--- src/logic/tsp_pkg.sv ---
// Shared constants and types for the scan path controller and the tester end.
// Assumes both ends run on SYS_CLK; the scan clock is sampled, never used as a clock.
// Operation
// - Boundary capture only under external-test or sample
// - Data capture: TMS high exit1, low shift
// - Data shift moves selected register one stage
// - Data shift: stay on low, exit1 on high
// - Data exit1: high update, low pause
// - Data pause holds; high goes to exit2
// - Data exit2: high update, low shift
// - Boundary latch updates on falling edge only
// - Data stages other than the self-test bit hold outside capture and shift
// - Active instruction fixed during scan states
// - IR select: low capture, high reset
// - Instruction capture loads pattern 0001
// - IR capture: high exit1, low shift
// - IR shift moves instruction register one stage
// - IR shift: stay on low, exit1 on high
// - IR exit1: high update, low pause
// - IR pause holds; high goes to exit2
// - IR exit2: high update, low shift
// - IR update on falling edge becomes active
// - Five high TMS edges reach reset, identification
// - State changes only on rising edge, reset
package tsp_pkg;

  // ********************************************************************
  // Controller states and register select
  // ********************************************************************
  typedef enum logic [3:0] {
    TLR, RTI, SEL_DR, CAP_DR, SHF_DR, EX1_DR, PAU_DR, EX2_DR, UPD_DR,
    SEL_IR, CAP_IR, SHF_IR, EX1_IR, PAU_IR, EX2_IR, UPD_IR
  } tsp_state_type;

  typedef enum logic [2:0] {SEL_BND, SEL_ID, SEL_BYP, SEL_BIST, SEL_ZERO} tsp_sel_type;

  // ********************************************************************
  // Widths, codes, capture values
  // ********************************************************************
  localparam int IR_LEN = 4;
  localparam int BND_LEN = 107;
  localparam int ID_LEN = 32;
  localparam logic [3:0] OP_EXTERNAL = 4'h0;
  localparam logic [3:0] OP_SAMPLE = 4'h1;
  localparam logic [3:0] OP_IDENT = 4'h2;
  localparam logic [3:0] OP_SELFTEST = 4'h8;
  localparam logic [3:0] OP_BYPASS = 4'hf;
  localparam logic [3:0] IR_CAPTURE = 4'h1;
  localparam logic [3:0] IR_RESET = OP_IDENT;
  // Identification word: arbitrary value, low bit set as required
  localparam logic [31:0] ID_WORD = 32'h0abc_d001;

  // ********************************************************************
  // Tester timing
  // ********************************************************************
  localparam int SYS_CLK_NS = 4;
  localparam int TCK_HALF_NS = 64;
  localparam int TCK_HALF_CYC = TCK_HALF_NS / SYS_CLK_NS;
  localparam int FIFO_DEPTH = 16;
  localparam int FIFO_WIDTH = 2;

endpackage

--- src/logic/tsp_link_if.sv ---
// Scan link between the tester end and the device end.
// Assumes both ends share SYS_CLK; TDO level is worked out here from its enable.
`timescale 1ns/100ps
interface tsp_link_if;
  logic tck;
  logic tms;
  logic tdi;
  logic tdo;
  logic tdo_oe;
  logic tdo_wire;

  // Undriven TDO reads high, as a pull-up would make it
  assign tdo_wire = tdo_oe ? tdo : 1'b1;

  modport dev (input tck, input tms, input tdi, output tdo, output tdo_oe);
  modport tst (output tck, output tms, output tdi, input tdo_wire);
endinterface

--- src/logic/tsp_scan_dev.sv ---
// Device end: scan state machine, instruction register and data registers.
// Assumes TCK, TMS and TDI arrive asynchronously; all three pass two flops.
`timescale 1ns/100ps
module tsp_scan_dev (
  input wire logic SYS_CLK,
  input wire logic RST_N,
  tsp_link_if.dev JTAG,
  input wire logic [tsp_pkg::BND_LEN-1:0] BND_PIN_IN,
  output logic [tsp_pkg::BND_LEN-1:0] BND_PIN_OUT,
  output logic [tsp_pkg::IR_LEN-1:0] ACTIVE_IR,
  output tsp_pkg::tsp_state_type TAP_STATE,
  output logic SELFTEST_RUN,
  input wire logic SELFTEST_DONE,
  input wire logic SELFTEST_FAIL
);

  // ********************************************************************
  // State
  // ********************************************************************
  typedef struct packed {
    logic tck_s1;
    logic tck_s2;
    logic tck_s3;
    logic tms_s1;
    logic tms_s2;
    logic tdi_s1;
    logic tdi_s2;
    tsp_pkg::tsp_state_type state;
    logic [tsp_pkg::IR_LEN-1:0] ir_sh;
    logic [tsp_pkg::IR_LEN-1:0] ir;
    logic [tsp_pkg::BND_LEN-1:0] bnd_sh;
    logic [tsp_pkg::BND_LEN-1:0] bnd_out;
    logic [tsp_pkg::ID_LEN-1:0] id_sh;
    logic byp;
    logic bist;
    logic bist_run;
    logic tdo;
    logic tdo_oe;
  } tsp_dev_st_type;

  localparam tsp_dev_st_type DEV_RST = '{
    tck_s1: 1'b0, tck_s2: 1'b0, tck_s3: 1'b0, tms_s1: 1'b1, tms_s2: 1'b1,
    tdi_s1: 1'b1, tdi_s2: 1'b1, state: tsp_pkg::TLR, ir_sh: '0,
    ir: tsp_pkg::IR_RESET, bnd_sh: '0, bnd_out: '0, id_sh: '0, byp: 1'b0,
    bist: 1'b0, bist_run: 1'b0, tdo: 1'b1, tdo_oe: 1'b0};

  tsp_dev_st_type st_r;
  tsp_dev_st_type st_nxt;
  logic tck_rise;
  logic tck_fall;
  tsp_pkg::tsp_sel_type sel;
  logic sel_bit;

  // ********************************************************************
  // Next state from TMS at a rising edge
  // ********************************************************************
  function automatic tsp_pkg::tsp_state_type step(input tsp_pkg::tsp_state_type s,
                                                  input logic tms);
    case (s)
      tsp_pkg::TLR: step = tms ? tsp_pkg::TLR : tsp_pkg::RTI;
      tsp_pkg::RTI: step = tms ? tsp_pkg::SEL_DR : tsp_pkg::RTI;
      tsp_pkg::SEL_DR: step = tms ? tsp_pkg::SEL_IR : tsp_pkg::CAP_DR;
      tsp_pkg::CAP_DR: step = tms ? tsp_pkg::EX1_DR : tsp_pkg::SHF_DR;
      tsp_pkg::SHF_DR: step = tms ? tsp_pkg::EX1_DR : tsp_pkg::SHF_DR;
      tsp_pkg::EX1_DR: step = tms ? tsp_pkg::UPD_DR : tsp_pkg::PAU_DR;
      tsp_pkg::PAU_DR: step = tms ? tsp_pkg::EX2_DR : tsp_pkg::PAU_DR;
      tsp_pkg::EX2_DR: step = tms ? tsp_pkg::UPD_DR : tsp_pkg::SHF_DR;
      tsp_pkg::UPD_DR: step = tms ? tsp_pkg::SEL_DR : tsp_pkg::RTI;
      tsp_pkg::SEL_IR: step = tms ? tsp_pkg::TLR : tsp_pkg::CAP_IR;
      tsp_pkg::CAP_IR: step = tms ? tsp_pkg::EX1_IR : tsp_pkg::SHF_IR;
      tsp_pkg::SHF_IR: step = tms ? tsp_pkg::EX1_IR : tsp_pkg::SHF_IR;
      tsp_pkg::EX1_IR: step = tms ? tsp_pkg::UPD_IR : tsp_pkg::PAU_IR;
      tsp_pkg::PAU_IR: step = tms ? tsp_pkg::EX2_IR : tsp_pkg::PAU_IR;
      tsp_pkg::EX2_IR: step = tms ? tsp_pkg::UPD_IR : tsp_pkg::SHF_IR;
      tsp_pkg::UPD_IR: step = tms ? tsp_pkg::SEL_DR : tsp_pkg::RTI;
      default: step = tsp_pkg::TLR;
    endcase
  endfunction

  // ********************************************************************
  // Register select from the active instruction
  // ********************************************************************
  // Unlisted codes shift zeros, so a stray code cannot disturb the core
  always_comb begin
    case (st_r.ir)
      tsp_pkg::OP_EXTERNAL, tsp_pkg::OP_SAMPLE: sel = tsp_pkg::SEL_BND;
      tsp_pkg::OP_IDENT: sel = tsp_pkg::SEL_ID;
      tsp_pkg::OP_SELFTEST: sel = tsp_pkg::SEL_BIST;
      tsp_pkg::OP_BYPASS: sel = tsp_pkg::SEL_BYP;
      default: sel = tsp_pkg::SEL_ZERO;
    endcase
  end

  // Serial output bit of the selected data register
  always_comb begin
    case (sel)
      tsp_pkg::SEL_BND: sel_bit = st_r.bnd_sh[0];
      tsp_pkg::SEL_ID: sel_bit = st_r.id_sh[0];
      tsp_pkg::SEL_BYP: sel_bit = st_r.byp;
      tsp_pkg::SEL_BIST: sel_bit = st_r.bist;
      default: sel_bit = 1'b0;
    endcase
  end

  // Edges come from the second and third flops, never the first
  assign tck_rise = st_r.tck_s2 & ~st_r.tck_s3;
  assign tck_fall = ~st_r.tck_s2 & st_r.tck_s3;

  // ********************************************************************
  // Next value of all state
  // ********************************************************************
  always_comb begin
    st_nxt = st_r;
    st_nxt.tck_s1 = JTAG.tck;
    st_nxt.tck_s2 = st_r.tck_s1;
    st_nxt.tck_s3 = st_r.tck_s2;
    st_nxt.tms_s1 = JTAG.tms;
    st_nxt.tms_s2 = st_r.tms_s1;
    st_nxt.tdi_s1 = JTAG.tdi;
    st_nxt.tdi_s2 = st_r.tdi_s1;
    // Rising edge: move state, capture and shift, load the self-test run flag in idle; other states hold
    if (tck_rise) begin
      st_nxt.state = step(st_r.state, st_r.tms_s2);
      case (st_r.state)
        tsp_pkg::CAP_DR: begin
          case (sel)
            tsp_pkg::SEL_BND: st_nxt.bnd_sh = BND_PIN_IN;
            tsp_pkg::SEL_ID: st_nxt.id_sh = tsp_pkg::ID_WORD;
            tsp_pkg::SEL_BYP: st_nxt.byp = 1'b0;
            default: ;
          endcase
        end
        tsp_pkg::SHF_DR: begin
          case (sel)
            tsp_pkg::SEL_BND: st_nxt.bnd_sh = {st_r.tdi_s2, st_r.bnd_sh[tsp_pkg::BND_LEN-1:1]};
            tsp_pkg::SEL_ID: st_nxt.id_sh = {st_r.tdi_s2, st_r.id_sh[tsp_pkg::ID_LEN-1:1]};
            tsp_pkg::SEL_BYP: st_nxt.byp = st_r.tdi_s2;
            tsp_pkg::SEL_BIST: st_nxt.bist = st_r.tdi_s2;
            default: ;
          endcase
        end
        tsp_pkg::CAP_IR: st_nxt.ir_sh = tsp_pkg::IR_CAPTURE;
        tsp_pkg::SHF_IR: st_nxt.ir_sh = {st_r.tdi_s2, st_r.ir_sh[tsp_pkg::IR_LEN-1:1]};
        tsp_pkg::RTI: st_nxt.bist_run = (sel == tsp_pkg::SEL_BIST);
        default: ;
      endcase
    end
    // Falling edge: updates and TDO; the instruction moves only here or in the reset state
    if (tck_fall) begin
      case (st_r.state)
        tsp_pkg::UPD_IR: begin
          st_nxt.ir = st_r.ir_sh;
          st_nxt.bist = (st_r.ir_sh == tsp_pkg::OP_SELFTEST);
        end
        tsp_pkg::UPD_DR: begin
          if (sel == tsp_pkg::SEL_BND) begin
            st_nxt.bnd_out = st_r.bnd_sh;
          end
        end
        default: ;
      endcase
      st_nxt.tdo_oe = (st_r.state == tsp_pkg::SHF_DR) || (st_r.state == tsp_pkg::SHF_IR);
      if (st_r.state == tsp_pkg::SHF_IR) begin
        st_nxt.tdo = st_r.ir_sh[0];
      end else if (st_r.state == tsp_pkg::SHF_DR) begin
        st_nxt.tdo = sel_bit;
      end
    end
    // Self-test stand-in: result lands in the one-bit register, 0 is a pass
    if (st_r.bist_run && SELFTEST_DONE) begin
      st_nxt.bist = SELFTEST_FAIL;
      st_nxt.bist_run = 1'b0;
    end
    if (st_r.state != tsp_pkg::RTI || sel != tsp_pkg::SEL_BIST) begin
      st_nxt.bist_run = 1'b0;
    end
    // Reset state forces the identification instruction
    if (st_r.state == tsp_pkg::TLR) begin
      st_nxt.ir = tsp_pkg::IR_RESET;
      st_nxt.bist_run = 1'b0;
    end
  end

  // Synchronous reset stands in for power-up
  always_ff @(posedge SYS_CLK) begin
    if (!RST_N) begin
      st_r <= DEV_RST;
    end else begin
      st_r <= st_nxt;
    end
  end

  // ********************************************************************
  // Outputs, all from flops
  // ********************************************************************
  assign JTAG.tdo = st_r.tdo;
  assign JTAG.tdo_oe = st_r.tdo_oe;
  assign BND_PIN_OUT = st_r.bnd_out;
  assign ACTIVE_IR = st_r.ir;
  assign TAP_STATE = st_r.state;
  assign SELFTEST_RUN = st_r.bist_run;

endmodule // tsp_scan_dev

--- src/flat_wrapper.sv ---
// flat-port wrapper written by rule: the top's interface ports become plain ports
module tsp_scan_dev_flat 
  (SYS_CLK, RST_N, BND_PIN_IN, BND_PIN_OUT, ACTIVE_IR, TAP_STATE, SELFTEST_RUN, SELFTEST_DONE, SELFTEST_FAIL, JTAG_tck, JTAG_tms, JTAG_tdi, JTAG_tdo, JTAG_tdo_oe);
  tsp_link_if JTAG_i ();
  input wire logic SYS_CLK;
  input wire logic RST_N;
  input wire logic [tsp_pkg::BND_LEN-1:0] BND_PIN_IN;
  output logic [tsp_pkg::BND_LEN-1:0] BND_PIN_OUT;
  output logic [tsp_pkg::IR_LEN-1:0] ACTIVE_IR;
  output tsp_pkg::tsp_state_type TAP_STATE;
  output logic SELFTEST_RUN;
  input wire logic SELFTEST_DONE;
  input wire logic SELFTEST_FAIL;
  input wire logic [$bits(JTAG_i.tck)-1:0] JTAG_tck;
  input wire logic [$bits(JTAG_i.tms)-1:0] JTAG_tms;
  input wire logic [$bits(JTAG_i.tdi)-1:0] JTAG_tdi;
  output wire logic [$bits(JTAG_i.tdo)-1:0] JTAG_tdo;
  output wire logic [$bits(JTAG_i.tdo_oe)-1:0] JTAG_tdo_oe;
  assign JTAG_i.tck = JTAG_tck;
  assign JTAG_i.tms = JTAG_tms;
  assign JTAG_i.tdi = JTAG_tdi;
  assign JTAG_tdo = JTAG_i.tdo;
  assign JTAG_tdo_oe = JTAG_i.tdo_oe;
  tsp_scan_dev u_core (.SYS_CLK(SYS_CLK), .RST_N(RST_N), .JTAG(JTAG_i), .BND_PIN_IN(BND_PIN_IN), .BND_PIN_OUT(BND_PIN_OUT), .ACTIVE_IR(ACTIVE_IR), .TAP_STATE(TAP_STATE), .SELFTEST_RUN(SELFTEST_RUN), .SELFTEST_DONE(SELFTEST_DONE), .SELFTEST_FAIL(SELFTEST_FAIL));
endmodule
--- config.mk ---
export PLATFORM = sky130hd
export DESIGN_NAME = tsp_scan_dev_flat
export DESIGN_NICKNAME = d
export VERILOG_FILES = /design/src/logic/tsp_pkg.sv /design/src/logic/tsp_link_if.sv /design/src/logic/tsp_scan_dev.sv /design/src/flat_wrapper.sv
export SDC_FILE = /design/constraint.sdc
export NUM_CORES = 1
export LEC_CHECK = 0
export BUFFER_PORTS_ARGS = -buffer_cell sky130_fd_sc_hd__buf_2
export CAP_MARGIN = 20
export CORE_ASPECT_RATIO = 1.25
export CORE_MARGIN = 5
export CORE_UTILIZATION = 55
export CTS_BUF_LIST = sky130_fd_sc_hd__clkbuf_4 sky130_fd_sc_hd__clkbuf_8
export CTS_CLUSTER_SIZE = 30
export DETAILED_ROUTE_END_ITERATION = 7
export HOLD_SLACK_MARGIN = 0.12
export PLACE_DENSITY = 0.8
export SLEW_MARGIN = 20
export SYNTH_ARGS = -nofsm -noshare
export SYNTH_HDL_FRONTEND = slang
export SYNTH_SLANG_ARGS = --single-unit
export TNS_END_PERCENT = 5
--- constraint.sdc ---
create_clock -name SYS_CLK -period 4.89 [get_ports SYS_CLK]
set_clock_uncertainty 0.1 [all_clocks]
set_input_delay 0.978 -clock SYS_CLK [delete_from_list [all_inputs] [get_ports SYS_CLK]]
set_output_delay 0.978 -clock SYS_CLK [all_outputs]
set_load 0.01 [all_outputs]
# Word-level counts from Yosys, hierarchy flattened

Index checks and enable logic that the tools add are counted.

Multiplexer cells: 33
Equality and inequality tests: 31
Reduce and logical (&&, ||, !) cells: 23
Bitwise logic cells: 5

Operator list:

| kind               | count |
|---|---|
| $mux 107           | 2 |
| $pmux 107 s2       | 1 |
| $pmux 33 s2        | 1 |
| $mux 32            | 2 |
| $pmux 4 s12        | 1 |
| $eq 4x4->1 const B | 11 |
| $eq 4x3->1 const B | 4 |
| $mux 4             | 4 |
| $eq 4x2->1 const B | 3 |
| $mux 1             | 12 |
| $pmux 3 s4         | 1 |
| $reduce_and 4->1   | 3 |
| $mux 2             | 5 |
| $eq 4x1->1 const B | 2 |
| $logic_not 4->1    | 2 |
| $ne 2x2->1 const B | 4 |
| $pmux 4 s2         | 1 |
| $reduce_and 2->1   | 4 |
| $reduce_or 2->1    | 4 |
| $eq 3x2->1 const B | 2 |
| $mux 3             | 2 |
| $reduce_bool 2->1  | 3 |
| $ne 2x1->1 const B | 2 |
| $ne 4x1->1 const B | 1 |
| 11 further kinds   | 15 |

Flip-flop bits (word level): 270
Bits of input ports: 114

# Longest topological paths before layout

Word-level depth: 10
Depth in mapped cells: 8
Depth with buffers taken out: 4

# Least setup slack after synthesis

OpenSTA, ideal clock, no wires.

Kind: reg2reg
Start: register u_core.st_r (netlist bit u_core.TAP_STATE[1])
End: register u_core.st_r (netlist bit u_core.BND_PIN_OUT[25])
Cell stages (with the launch flop): 9
Library setup time: 0.132 ns
Path buffers: 4
Period minus slack after synthesis: 2.188 ns
Setup slack: 2.702 ns
Data arrival time: 1.956 ns
Path through: dfxtp_1 buf_2 or4b_1 or3_1 clkbuf_1 clkbuf_1 clkbuf_1 nand2_1 a21oi_1

Cells in the longest elaborated chain, start to end: 2

RTL lines:

| item                       | RTL line            | RTL |
|---|---|---|
| from (decl)                | tsp_scan_dev.sv:47  | `tsp_dev_st_type st_r;` |
| from (signal assigned)     | tsp_scan_dev.sv:189 | `st_r <= st_nxt;` |
| $eq 4x4->1                 | tsp_scan_dev.sv:150 | `case (st_r.state)` |
| $reduce_and 3->1 (no line) | --                  |  |

No other way between the ends.
A chain may end at the register's enable or synchronous reset.

# Final worst setup path

Start: register u_core.st_r (netlist bit u_core.TAP_STATE[2])
End: register u_core.st_r[176] in the netlist's numbering

Cells in the longest elaborated chain, start to end: 3

RTL lines:

| item                                                      | RTL line            | RTL |
|---|---|---|
| $eq 4x3->1 or $eq 4x2->1 (tied branches)                  | tsp_scan_dev.sv:124 | `case (st_r.state)` |
| $ne 2x1->1 (no line) or $reduce_bool 2->1 (tied branches) | --                  |  |
| $reduce_and 4->1 (no line)                                | --                  |  |

Several ways; a longest one is shown, not always the timed one.

==> impl_metrics.toml <==
[worst_hold_path]
hold_path_end = "u_core.st_r[263]$_SDFF_PN1_"
hold_depth = 1
hold_path_class = "flip-flop to flip-flop"
min-delay-start = "u_core.st_nxt[263]$_SDFF_PN1_"

[timing]
relSlewSlack_pct = 33.1
hold_viol_final = 0
final-setup-viol-count = 0
final.period_utilization_pct = 63.3
rsz0062_at_grt = "false"
maxSlewViolCount = 0
holdWs_ps = 311
tns_ps = 0
worst_pin_slew_ps = 1000
fmax_ghz = 0.323
min_period_ps = 3090

[global_route]
overflow = 0
grt_pass1_vias = 9227
grt_pass1_wl_um = 44800
antenna_found_initial = 0
track_usage_pct = 22.0
grt_max_degree = 215

[setup_path]
cp_slowest_cell = "dfxtp_1"
cp-start-kind = "flip-flop"
crit_buf_inv = 1
crit_chain = "or3b_1 -> a2111oi_4 -> buf_12 -> nor2_1 -> a311oi_1"
reg2reg_from = "u_core.TAP_STATE[2]$_SDFFE_PN0P_"
worstPathRequired_ps = 5200
r2r_cells = 5
cp_max_fo = 214
critPathCaptureType = "flip-flop"
max_stage_delay_ps = 770
reg2reg_slack_ps = 1800
r2r_end = "u_core.st_r[176]$_SDFFE_PN0P_"
critPathTopFamily = "flip-flops"
arrival_ps = 3400
critPathKind = "flip-flop to flip-flop"

[yosys]
synthDistinctLibCells = 43
syn_nets = 1577
synth_area_per_cell_um2 = 7.80
synthArstFlopShare_pct = 0
synthDominantCellAreaShare_pct = 47.4
ys_seq_area_share_pct = 47.4
synth_edf_count = 0
yosysWarnings = 0
synth_top_area_cell = "dfxtp_1"
postSynthCellCount = 1463
synth.cell_area_um2 = 11400
ys_ff_latch = 270
ys_top_cells_by_area = "dfxtp_1 47%, nand2_1 15%, a311oi_1 8.2%"
ys.flop_type = "dfxtp_1"

[floorplanning]
core_area_um2 = 20600
die_w_um = 139
die_y_um = 171
die-area_um2 = 23800
pin_count = 232
core.rowCount = 59
start_util_pct = 55.4

[power_and_ir_drop]
p_comb_share_pct = 3.0
p_sw_share_pct = 21.0
pwr-share-seq_pct = 50.7
power.total_mw = 4.37
power_density_nw_per_um2 = 346
p_leak_nw = 4.81
irDropWorstVdd_mv = 0.211
clkPwrFrac_pct = 46.3
internal_power_mw = 3.45
netSwitchingPower_mw = 0.915

[layout]
multi_input_area_um2 = 4680
final_util_pct = 61.3
fin_area_um2 = 12600
regArea_um2 = 5410
fin_nets = 1629
drive_gt1_share_pct = 21.0
area_delta_synth_final_pct = 10.6
n_antenna_cell = 0
n_fill_cell = 1822

[clocking]
clockBufferDepth = 3
cts_resized = 0
cts_tree = "built"
worstSkewPairLatency_ps = 520
clock-root-buffer = "clkbuf_8"
clk_pin_slew_worst_paths_ps = 60
cts-buffers-inserted = 43
post-cts-setup-buffer-count = 0
clock_sinks = 270
holdBufCountCts = 0
htree_levels = 2

[routing]
routedWlPerCell_um = 15.3
dr.pass1.iters = 6
drcViolationCount = 0
postRouteAntennaNets = 0
drt_iter0_drc = 753
viasPerCell = 5.51
vias = 9997
wirelength_um = 27700

[placed_design]
placed_area_um2 = 11700
port_buffers = 231
gp_congestion = 0.838
dp_hpwl_um = 17300

[outcome]
status = "finished, final reports clean"

[flow_run]
maxCapViolCount = 0
[power groups by stage]
stage | logic [mW] | registers (mW) | clock network (mW)
6_report | 0.130 | 2.21 | 2.02
2_1_floorplan | 0.0696 | 2.25 | 0
3_3_place_gp | 0.128 | 2.26 | 0
5_1_grt | 0.143 | 2.21 | 2.17
3_5_place_dp | 0.128 | 2.26 | 0
4_1_cts | 0.129 | 2.21 | 2.08
[registers in the layout, indices dropped and copies added (netlist names)]
register             flops
u_core.JTAG.tdo          1
u_core.ACTIVE_IR         4
u_core.st_nxt            4
u_core.TAP_STATE         4
u_core.SELFTEST_RUN      1
u_core.BND_PIN_OUT     107
u_core.st_r            148
u_core.JTAG.tdo_oe       1
[layer usage]
metal  part of all wire, %  global-route usage, %
met4                   2.3                   7.70
met3                   6.4                   4.28
met5                     0                      0
met2                    50                   39.0
met1                    41                   26.9
[stage by stage]
| stage | setup WS (ps) | instances |
|---|---|---|
| CTS | 1870 | 1815 |
| finish | 1800 | 1815 |
| global route | 1620 | 1815 |
| detailed placement | 1880 | 1744 |
| floorplan | 2700 | 1463 |
| global placement | 2040 | 1744 |
[worst register-to-register path: stages (launching register included)]
cell       delay, ps
dfxtp_1          770
or3b_1           530
a2111oi_4        390
buf_12           590
nor2_1           320
a311oi_1         310
[synthesized netlist by cell type (all sizes together) (6+ instances only)]
cell,n
o21ai,7
nand2b,9
a311oi,107
nor3,30
inv,6
a31oi,6
a21oi,136
nand3,28
clkbuf,90
buf,144
dfxtp,270
nor2,127
nand2,458
[how the worst max path moves through the flow]
| stage | from | to | slack [ps] | depth (start not counted) |
|---|---|---|---|---|
| finish | u_core.TAP_STATE[2]$_SDFFE_PN0P_ | u_core.st_r[176]$_SDFFE_PN0P_ | 1800 | 5 |
| global route | u_core.TAP_STATE[2]$_SDFFE_PN0P_ | u_core.st_r[200]$_SDFFE_PN0P_ | 1620 | 5 |
| CTS | u_core.TAP_STATE[2]$_SDFFE_PN0P_ | u_core.st_r[176]$_SDFFE_PN0P_ | 1870 | 5 |
| detailed placement | u_core.TAP_STATE[2]$_SDFFE_PN0P_ | u_core.st_r[176]$_SDFFE_PN0P_ | 1880 | 5 |
| global placement | u_core.TAP_STATE[2]$_SDFFE_PN0P_ | u_core.st_r[178]$_SDFFE_PN0P_ | 2040 | 5 |
| floorplan | u_core.TAP_STATE[1]$_SDFFE_PN0P_ | u_core.BND_PIN_OUT[25]$_SDFFE_PN0P_ | 2700 | 8 |
[layout make-up]
type | instances | share of cell area [%]
clock buffer | 68 | 6.72
tap | 274 | 2.72
inverter | 6 | 0.218
clock inverter | 3 | 0.516
sequential | 270 | 42.8
multi-input combinational | 953 | 37.0
timing repair buffer | 241 | 9.95
[kinds of logic after synthesis]
kind of cell,count (synthesis),synth area share [%]
DFF,270,47.4
buffers and inverters,240,12.0
AOI/OAI and AO/OA,271,16.2
muxes,7,0.636
and+or+nand+nor,674,23.8
xor gates and xnor gates,1,0.0768
[cell usage in the layout, fill, tap and decap left out, types with 2 or more instances in the layout]
master,count
nor3_1,29
nand3_1,28
nand4_1,2
o21ai_0,7
nor2_1,127
a311oi_1,107
mux2_2,2
a211oi_1,3
buf_4,8
nand3b_1,2
a21oi_1,136
a2111oi_4,2
buf_2,231
inv_1,5
dfxtp_1,270
nand2b_1,9
or3_1,2
nor2b_1,2
clkbuf_8,54
or4b_2,2
bufinv_16,2
mux2i_1,5
nand2_1,458
clkbuf_4,14
a31oi_1,6
and2_1,4
buf_12,2
No activity file was read; power rests on OpenSTA's default activity.
